**src/pkg/nvm_pkg.sv**
```systemverilog
// constants and types shared by the nvm data access block
package nvm_pkg;
   // indirect route to the control register
   localparam logic [7:0] CTRL_PTR = 8'h40;
   localparam logic [7:0] CTRL_BANK = 8'h01;
   // control register field positions
   localparam int FETCH_TRIG_BIT = 0;
   localparam int FETCH_PERMIT_BIT = 1;
   localparam int STORE_TRIG_BIT = 2;
   localparam int STORE_PERMIT_BIT = 3;
   // reset values
   localparam logic [7:0] PTR_RST = 8'h00;
   localparam logic [7:0] BANK_RST = 8'h00;
   localparam logic [7:0] RDATA_RST = 8'h00;
   // defaults: capacity, read length, write timer ticks
   localparam int ADDR_W_DEF = 8;
   localparam int READ_CYCLES_DEF = 4;
   localparam int WRITE_TICKS_DEF = 2;

   typedef enum logic [2:0] {
      SEL_ADDR = 3'h0,
      SEL_DATA = 3'h1,
      SEL_PTR = 3'h2,
      SEL_BANK = 3'h3,
      SEL_IND = 3'h4
   } sfr_sel_e;

   typedef struct packed {
      logic wr;
      logic rd;
      sfr_sel_e sel;
      logic [7:0] wdata;
   } sfr_req_s;

   typedef enum logic [2:0] {
      ST_IDLE = 3'h1,
      ST_FETCH = 3'h2,
      ST_STORE = 3'h4
   } cycle_e;
endpackage

```
**src/rtl/eeprom_data_access.sv**
```systemverilog
// byte-wide access controller for the nonvolatile data array
// Operation
// array of 64, 128 or 256 bytes
// byte access only through three registers
// control reached via pointer 40H, bank 01H
// address width tracks capacity, upper bits zero
// store permit required before any write
// store trigger starts write, clears when done
// store trigger ignored without earlier permit
// fetch permit required before any read
// fetch trigger starts read, clears when done
// fetch trigger ignored without earlier permit
// permit must precede trigger by a write
// never both triggers at once
// store trigger reads one while write busy
// read result held in data register
// write timed by asynchronous timer, synchronised
// write end sets done and shared flags
// power-on clears store permit and bank
// data register is eight-bit read/write
// read completes in fixed cycle count
`timescale 1ns/1ns
module eeprom_data_access #(
   parameter int ADDR_W = nvm_pkg::ADDR_W_DEF,
   parameter int READ_CYCLES = nvm_pkg::READ_CYCLES_DEF,
   parameter int WRITE_TICKS = nvm_pkg::WRITE_TICKS_DEF
) (
   input wire logic clk_in,
   input wire logic rstn_in,
   input wire nvm_pkg::sfr_req_s sfr_in,
   input wire logic timer_tick_in,
   input wire logic write_done_flag_clr_in,
   input wire logic mf_service_in,
   output logic [7:0] rdata_out,
   output logic write_done_flag_out,
   output logic mf_request_out
);
   import nvm_pkg::*;

   localparam int DEPTH = 1 << ADDR_W;

   function automatic logic ctrl_hit(input logic [7:0] ptr,
                                     input logic [7:0] bank);
      ctrl_hit = (ptr == CTRL_PTR) && (bank == CTRL_BANK);
   endfunction

   logic rst_meta_r;
   logic rst_sync_r;
   logic rstn;

   always_ff @(posedge clk_in or negedge rstn_in) begin
      if (!rstn_in) begin
         rst_meta_r <= 1'b0;
         rst_sync_r <= 1'b0;
      end else begin
         rst_meta_r <= 1'b1;
         rst_sync_r <= rst_meta_r;
      end
   end
   assign rstn = rst_sync_r;

   // timer tick: three stages, a change counts once stages two and three agree
   logic tick_s1_r;
   logic tick_s2_r;
   logic tick_s3_r;
   logic tick_lvl_r;
   logic tick_lvl_nxt;
   logic tick_edge;
   always_comb begin
      tick_lvl_nxt = tick_lvl_r;
      if (tick_s2_r == tick_s3_r) begin
         tick_lvl_nxt = tick_s3_r;
      end
   end
   assign tick_edge = tick_lvl_nxt && !tick_lvl_r;
   always_ff @(posedge clk_in or negedge rstn) begin
      if (!rstn) begin
         tick_s1_r <= 1'b0;
         tick_s2_r <= 1'b0;
         tick_s3_r <= 1'b0;
         tick_lvl_r <= 1'b0;
      end else begin
         tick_s1_r <= timer_tick_in;
         tick_s2_r <= tick_s1_r;
         tick_s3_r <= tick_s2_r;
         tick_lvl_r <= tick_lvl_nxt;
      end
   end

   logic [7:0] mem_r [DEPTH];
   logic mem_we;
   cycle_e state_r, state_nxt;
   logic [ADDR_W-1:0] addr_r, addr_nxt;
   logic [7:0] data_r, data_nxt;
   logic [7:0] ptr_r, ptr_nxt;
   logic [7:0] bank_r, bank_nxt;
   logic store_permit_r, store_permit_nxt;
   logic store_trig_r, store_trig_nxt;
   logic fetch_permit_r, fetch_permit_nxt;
   logic fetch_trig_r, fetch_trig_nxt;
   logic [7:0] cnt_r, cnt_nxt;
   logic [7:0] rdata_r, rdata_nxt;
   logic done_flag_r, done_flag_nxt;
   logic mf_req_r, mf_req_nxt;
   logic wr_ctrl;
   logic done_set;
   logic [7:0] ctrl_view;
   assign wr_ctrl = sfr_in.wr && (sfr_in.sel == SEL_IND)
                    && ctrl_hit(ptr_r, bank_r);
   assign ctrl_view = {4'h0, store_permit_r, store_trig_r,
                       fetch_permit_r, fetch_trig_r};

   always_comb begin
      state_nxt = state_r;
      addr_nxt = addr_r;
      data_nxt = data_r;
      ptr_nxt = ptr_r;
      bank_nxt = bank_r;
      store_permit_nxt = store_permit_r;
      store_trig_nxt = store_trig_r;
      fetch_permit_nxt = fetch_permit_r;
      fetch_trig_nxt = fetch_trig_r;
      cnt_nxt = cnt_r;
      rdata_nxt = rdata_r;
      mem_we = 1'b0;
      done_set = 1'b0;
      if (sfr_in.wr) begin
         case (sfr_in.sel)
            SEL_ADDR: addr_nxt = sfr_in.wdata[ADDR_W-1:0];
            SEL_DATA: data_nxt = sfr_in.wdata;
            SEL_PTR: ptr_nxt = sfr_in.wdata;
            SEL_BANK: bank_nxt = sfr_in.wdata;
            default: ;
         endcase
      end
      if (wr_ctrl) begin
         store_permit_nxt = sfr_in.wdata[STORE_PERMIT_BIT];
         fetch_permit_nxt = sfr_in.wdata[FETCH_PERMIT_BIT];
      end
      case (state_r)
         ST_IDLE: begin
            // permit must come from an earlier write
            if (wr_ctrl && store_permit_r && sfr_in.wdata[STORE_TRIG_BIT]
                && !sfr_in.wdata[FETCH_TRIG_BIT]) begin
               state_nxt = ST_STORE;
               store_trig_nxt = 1'b1;
               cnt_nxt = 8'h00;
            end else if (wr_ctrl && sfr_in.wdata[FETCH_TRIG_BIT]
                         && fetch_permit_r
                         && !sfr_in.wdata[STORE_TRIG_BIT]) begin
               state_nxt = ST_FETCH;
               fetch_trig_nxt = 1'b1;
               cnt_nxt = 8'h00;
            end
         end
         ST_FETCH: begin
            cnt_nxt = cnt_r + 8'h01;
            if (cnt_r == 8'(READ_CYCLES - 1)) begin
               data_nxt = mem_r[addr_r];
               fetch_trig_nxt = 1'b0;
               state_nxt = ST_IDLE;
            end
         end
         ST_STORE: begin
            if (tick_edge) begin
               cnt_nxt = cnt_r + 8'h01;
               if (cnt_r == 8'(WRITE_TICKS - 1)) begin
                  mem_we = 1'b1;
                  store_trig_nxt = 1'b0;
                  done_set = 1'b1;
                  state_nxt = ST_IDLE;
               end
            end
         end
         default: begin
            state_nxt = ST_IDLE;
            store_trig_nxt = 1'b0;
            fetch_trig_nxt = 1'b0;
         end
      endcase
      // a set in the same cycle as a clear wins
      done_flag_nxt = done_set || (done_flag_r && !write_done_flag_clr_in);
      mf_req_nxt = done_set || (mf_req_r && !mf_service_in);
      if (sfr_in.rd) begin
         case (sfr_in.sel)
            SEL_ADDR: rdata_nxt = 8'(addr_r);
            SEL_DATA: rdata_nxt = data_r;
            SEL_PTR: rdata_nxt = ptr_r;
            SEL_BANK: rdata_nxt = bank_r;
            SEL_IND: rdata_nxt = ctrl_hit(ptr_r, bank_r) ? ctrl_view
                                                           : 8'h00;
            default: rdata_nxt = 8'h00;
         endcase
      end
   end

   always_ff @(posedge clk_in or negedge rstn) begin
      if (!rstn) begin
         state_r <= ST_IDLE;
         addr_r <= '0;
         data_r <= 8'h00;
         ptr_r <= PTR_RST;
         bank_r <= BANK_RST;
         store_permit_r <= 1'b0;
         store_trig_r <= 1'b0;
         fetch_permit_r <= 1'b0;
         fetch_trig_r <= 1'b0;
         cnt_r <= 8'h00;
         rdata_r <= RDATA_RST;
         done_flag_r <= 1'b0;
         mf_req_r <= 1'b0;
      end else begin
         state_r <= state_nxt;
         addr_r <= addr_nxt;
         data_r <= data_nxt;
         ptr_r <= ptr_nxt;
         bank_r <= bank_nxt;
         store_permit_r <= store_permit_nxt;
         store_trig_r <= store_trig_nxt;
         fetch_permit_r <= fetch_permit_nxt;
         fetch_trig_r <= fetch_trig_nxt;
         cnt_r <= cnt_nxt;
         rdata_r <= rdata_nxt;
         done_flag_r <= done_flag_nxt;
         mf_req_r <= mf_req_nxt;
      end
   end

   // nonvolatile contents: no reset
   always_ff @(posedge clk_in) begin
      if (mem_we) begin
         mem_r[addr_r] <= data_r;
      end
   end

   assign rdata_out = rdata_r;
   assign write_done_flag_out = done_flag_r;
   assign mf_request_out = mf_req_r;

   property p_store_refused;
      @(posedge clk_in) disable iff (!rstn)
      (state_r == ST_IDLE) && wr_ctrl && !store_permit_r
      |=> !store_trig_r;
   endproperty
   a_store_refused: assert property (p_store_refused)
      else $error("store started without permit");
   property p_fetch_refused;
      @(posedge clk_in) disable iff (!rstn)
      (state_r == ST_IDLE) && wr_ctrl && !fetch_permit_r
      |=> !fetch_trig_r;
   endproperty
   a_fetch_refused: assert property (p_fetch_refused)
      else $error("fetch started without permit");
   property p_store_start;
      @(posedge clk_in) disable iff (!rstn)
      (state_r == ST_IDLE) && wr_ctrl && store_permit_r
      && sfr_in.wdata[STORE_TRIG_BIT] && !sfr_in.wdata[FETCH_TRIG_BIT]
      |=> store_trig_r && (state_r == ST_STORE);
   endproperty
   a_store_start: assert property (p_store_start)
      else $error("permitted store did not start");
   property p_fetch_len;
      @(posedge clk_in) disable iff (!rstn)
      $rose(fetch_trig_r) |-> fetch_trig_r[*4] ##1 !fetch_trig_r;
   endproperty
   a_fetch_len: assert property (p_fetch_len)
      else $error("fetch length wrong");
   property p_fetch_data;
      @(posedge clk_in) disable iff (!rstn)
      $fell(fetch_trig_r) && $stable(addr_r) |-> data_r == mem_r[addr_r];
   endproperty
   a_fetch_data: assert property (p_fetch_data)
      else $error("fetched byte not in data register");
   property p_done_flags;
      @(posedge clk_in) disable iff (!rstn)
      $fell(store_trig_r) |-> write_done_flag_out && mf_request_out;
   endproperty
   a_done_flags: assert property (p_done_flags)
      else $error("write end flags not set");
   property p_store_hold;
      @(posedge clk_in) disable iff (!rstn)
      store_trig_r && !tick_edge |=> store_trig_r;
   endproperty
   a_store_hold: assert property (p_store_hold)
      else $error("write ended without timer tick");
   property p_addr_read;
      @(posedge clk_in) disable iff (!rstn)
      sfr_in.rd && (sfr_in.sel == SEL_ADDR) |=> rdata_out == 8'($past(addr_r));
   endproperty
   a_addr_read: assert property (p_addr_read)
      else $error("address readback wrong");
   property p_one_cycle;
      @(posedge clk_in) disable iff (!rstn)
      !(store_trig_r && fetch_trig_r);
   endproperty
   a_one_cycle: assert property (p_one_cycle)
      else $error("read and write cycles together");
endmodule

```
**config.mk**
```make
export PLATFORM = sky130hd
export DESIGN_NAME = eeprom_data_access
export DESIGN_NICKNAME = d
export VERILOG_FILES = /design/src/pkg/nvm_pkg.sv /design/src/rtl/eeprom_data_access.sv
export SDC_FILE = /design/constraint.sdc
export NUM_CORES = 2
export LEC_CHECK = 0
export BUFFER_PORTS_ARGS = -buffer_cell sky130_fd_sc_hd__buf_2
export CAP_MARGIN = 10
export CELL_PAD_IN_SITES_DETAIL_PLACEMENT = 1
export CELL_PAD_IN_SITES_GLOBAL_PLACEMENT = 1
export CORE_ASPECT_RATIO = 0.7
export CORE_UTILIZATION = 40
export CTS_BUF_LIST = sky130_fd_sc_hd__clkbuf_8 sky130_fd_sc_hd__clkbuf_16
export CTS_CLUSTER_SIZE = 16
export DETAILED_ROUTE_END_ITERATION = 12
export GPL_TIMING_DRIVEN = 0
export MAX_ROUTING_LAYER = met4
export PLACE_DENSITY_LB_ADDON = 0.1
export SLEW_MARGIN = 40
export SYNTH_ARGS = -nofsm -noshare
export SYNTH_HDL_FRONTEND = slang
export SYNTH_SLANG_ARGS = --single-unit
export TNS_END_PERCENT = 1
```
**constraint.sdc**
```tcl
create_clock -name clk_in -period 5.5 [get_ports clk_in]
set_input_delay 1.65 -clock clk_in [delete_from_list [all_inputs] [get_ports clk_in]]
set_output_delay 1.65 -clock clk_in [all_outputs]
set_load 0.01 [all_outputs]
```
==> results.rst <==
.. list-table::
   :header-rows: 1

   * - Metric
     - Value
   * - Run status
     - complete, but fails checks
   * - Violations in the final reports
     - negative setup slack
   * - Number of endpoints with negative hold slack in the final report
     - 0
   * - Number of top-level pins
     - 28
   * - Placement-stage worst setup slack
     - -0.4614 ns
   * - Worst Setup Start Kind
     - register
   * - Height of the die
     - roughly 380 µm
   * - Final net count
     - ~4300
   * - Vias in the first global route
     - approximately 43000
   * - Post-Syn Nets
     - just under 4000
   * - Placed Instances
     - between 6000 and 7000
   * - Clock Skew
     - 0.06663 ns
   * - Vias
     - around 46000
   * - Synth-to-layout area growth
     - 15.33%
   * - Final ANT Viol Nets
     - 0
   * - CTS tree
     - yes
   * - Worst Hold Class
     - register to asynchronous set/reset pin
   * - Share of cells above drive strength 1
     - between 30 and 40%
   * - Biggest area consumer among synthesized cells
     - sky130_fd_sc_hd__edfxtp_1
   * - Minimum clock period after layout
     - approximately 5.6 ns
   * - Share of the synthesized area in the top cell type
     - between 70 and 80%
   * - Final Setup Violations
     - 24
   * - Worst skew pair latency
     - 0.90 ns
   * - Largest net degree at the start of global routing
     - 59
   * - Max Transition Viols Final
     - 0
   * - Number of clock sinks seen by CTS
     - 2111
   * - GRT Total Usage
     - a little under a third
   * - Family of cells with the greatest summed delay on the critical path
     - buffers and inverters
   * - Wire length per cell after detailed routing
     - approximately 44 µm
   * - Placeable core region
     - approximately 200000 µm²
   * - Number of register bits inferred by synthesis
     - 2111
   * - Proportion of synthesized flip-flops having asynchronous set or reset
     - ~3.0%
   * - First-pass GRT wire length
     - around 410 mm
   * - Post-synthesis cell type count
     - 70
   * - Level count of the clock H-tree
     - 4
   * - Worst path slowest cell
     - sky130_fd_sc_hd__buf_2
   * - Final worst-path cycle share
     - 101.4%
   * - Max Clk Rate
     - 179.2 MHz
   * - Post-Syn Instances
     - between 3000 and 4000
   * - Total negative slack
     - -0.8712 ns
   * - Inserted Clock Buffers
     - about 210
   * - Warning count from the yosys run
     - 0
   * - Unrepaired setup endpoints after global routing
     - false
   * - Netlist area before placement
     - between 80000 and 90000 µm²
   * - Sum of routed wire length over all layers
     - between 300 and 400 mm
   * - Number of port buffers
     - 24
   * - Sequential-to-total area share from yosys stat
     - between 70% and 80%
   * - Most common library cell in the layout ignoring fill and taps
     - sky130_fd_sc_hd__edfxtp_1
   * - Initial antenna violation count
     - 30
   * - Top area cells in the synthesized netlist
     - sky130_fd_sc_hd__edfxtp_1, sky130_fd_sc_hd__mux4_2, sky130_fd_sc_hd__dfrtp_1
   * - HPWL after DPL
     - ~220 mm
   * - Hold buffer count at cts
     - 0
   * - Worst Tran Pin Value
     - roughly 1.1 ns
   * - Overall overflow remaining after global route
     - 0
   * - Number of remaining DRC errors
     - 0
   * - Critical Path AT
     - 6.10 ns
   * - DRC violation total after the first TritonRoute iteration
     - ~8100
   * - Post-synthesis average cell area
     - 20.79 µm²
   * - Ys flop type
     - sky130_fd_sc_hd__edfxtp_1
   * - Most frequent CP cell
     - sky130_fd_sc_hd__buf_2
   * - Buffers & Inverters on Critical Path
     - 8
   * - Chain of cells forming the critical path
     - buf_2 > clkbuf_4 > buf_4 > buf_2 > buf_2 > buf_2 > nand3_4 > clkbuf_2 > buf_16 > nor2_2
   * - Leakage
     - roughly 30 nW
   * - Drt first pass iters
     - 5
   * - Number of placement rows
     - approximately 140
   * - RePlAce Congestion
     - ~0.97
   * - Delay contributed by the slowest stage of the critical path
     - between 0.6 and 0.7 ns
   * - Endpoint required time on the critical path
     - around 6.0 ns
   * - Longest Clk Path Bufs
     - 4
   * - Via/cell ratio
     - roughly 6.5
   * - Commonest cells after routing, fill and taps aside
     - sky130_fd_sc_hd__edfxtp_1, sky130_fd_sc_hd__mux4_2, sky130_fd_sc_hd__nor2_2, sky130_fd_sc_hd__clkbuf_16, sky130_fd_sc_hd__mux2i_1
   * - Capturing element type of the critical path
     - register
   * - Clock slew at reported path FFs
     - ~0.07 ns
   * - Power per Cell Area
     - approximately 440 nW/µm²
   * - Filler instances
     - around 18000
   * - Crit Path Class
     - register to register
   * - Slew margin rel.
     - around 28%
   * - Root cell of the clock tree
     - sky130_fd_sc_hd__clkbuf_16
   * - Worst Path Max Fanout
     - 10
   * - Worst Setup Slack, final
     - -0.07955 ns
   * - Number of flops mapped to enable cells by yosys
     - approximately 2000
   * - Number of max-capacitance violations reported
     - 0
   * - Die span in x
     - 543.9 µm
   * - Count of non-filler cells in the finished layout
     - between 7000 and 8000
   * - Die area
     - 207400 µm²
   * - Initial core utilization
     - between 40% and 50%
   * - Share of the core filled with cells in the final layout
     - between 40% and 50%
   * - Maximum vdd ir drop
     - approximately 290 µV
==> cell usage after synthesis, types with 16 or more instances <==
cell type                     n
sky130_fd_sc_hd__buf_4       30
sky130_fd_sc_hd__o21ai_0     37
sky130_fd_sc_hd__nor3_1      23
sky130_fd_sc_hd__nor2_1     306
sky130_fd_sc_hd__dfrtp_1     62
sky130_fd_sc_hd__clkbuf_1    84
sky130_fd_sc_hd__a22o_1      17
sky130_fd_sc_hd__mux2_2      34
sky130_fd_sc_hd__buf_2       66
sky130_fd_sc_hd__a22oi_1    118
sky130_fd_sc_hd__nand3_1     56
sky130_fd_sc_hd__mux2i_1    140
sky130_fd_sc_hd__nand2b_1    16
sky130_fd_sc_hd__buf_6       22
sky130_fd_sc_hd__nand4_1     18
sky130_fd_sc_hd__nand2_1     81
sky130_fd_sc_hd__mux4_2     466
sky130_fd_sc_hd__edfxtp_1  2048
sky130_fd_sc_hd__o22ai_1     69
sky130_fd_sc_hd__nor2b_1     21
sky130_fd_sc_hd__a21oi_1     41
==> sequential cells by signal, summed over array words and instances (netlist names), 3 cells and up <==
register,flops
addr_r,8
bank_r,8
cnt_r,8
data_r,8
mem_r,2048
ptr_r,8
rdata_out,8
state_r,3
==> cell type report <==
class / count / area (µm²) / area share (%)
diodes: 11 / 27.53 / 0.02903
plain buffers: 229 / 1531 / 1.615
clock buffers: 216 / 5405 / 5.701
clock inverters: 171 / 1226 / 1.293
inverters: 14 / 52.55 / 0.05542
multi-input cells: 1600 / 18530 / 19.55
flip-flops and latches: 2111 / 63110 / 66.56
well taps: 2730 / 3416 / 3.602
repair buffers: 92 / 1515 / 1.598
==> where the power goes <==
group / leakage [nW] / switching [W] / internal (W) / total [W]
combinational: 6.91 / 0.00645 / 0.00266 / 0.00911
clock: 3.44 / 0.00639 / 0.00793 / 0.0143
sequential: 19.3 / 0.000220 / 0.0185 / 0.0187
total: 29.6 / 0.0131 / 0.0291 / 0.0421
==> through the flow <==
stage               area [µm²]  total power [W]  hold slack (ns)
floorplan                82210          0.02307           0.3312
global placement         85750          0.02770           0.3375
detailed placement       87990          0.02779           0.2823
CTS                      94660          0.04187           0.2747
global route             94810          0.04269           0.2978
finish                   94820          0.04212           0.2518
==> layer usage <==
| metal | share of wire, % | vias to the layer above | global-route usage [%] |
|---|---|---|---|
| met2 | 40 | 2967 | 39.61 |
| met1 | 45 | 25670 | 47.84 |
| met4 | 2.9 | 0 | 8.381 |
| met3 | 12 | 471 | 9.966 |
| met5 | 0 | - | - |
| li1 | - | 17170 | - |
==> logic make-up (layout without fill, tap and decap cells) <==
logic type / count (synthesis) / count (layout) / synth area share, %
mux: 645 / 645 / 15.10
compound gates: 376 / 376 / 3.245
buf+inv: 243 / 722 / 1.758
simple gates: 575 / 575 / 3.129
fa+ha+maj: 3 / 3 / 0.04261
flops: 2111 / 2111 / 76.73
other cells: 1 / 12 / 0.004561
==> what timing repair did <==
action                     4_1_cts  5_1_grt
buffers inserted                 0        0
gates resized for setup          8        5
setup endpoints to repair      224       97
==> final timing paths <==
check                      startpoint       endpoint  slack (ns)  cells after the start
setup / recovery            addr_r[1]  mem_r[143][0]       -0.08                     10
min in group clk_in        rst_meta_r     rst_sync_r        0.35                      0
setup reg to reg            addr_r[1]  mem_r[143][0]       -0.08                     10
max in group asynchronous  rst_sync_r      data_r[2]        4.65                      1
hold reg to reg            rst_sync_r       cnt_r[4]        0.25                      0
hold / removal             rst_sync_r       cnt_r[4]        0.25                      0
(Power assumes the default switching activity.)
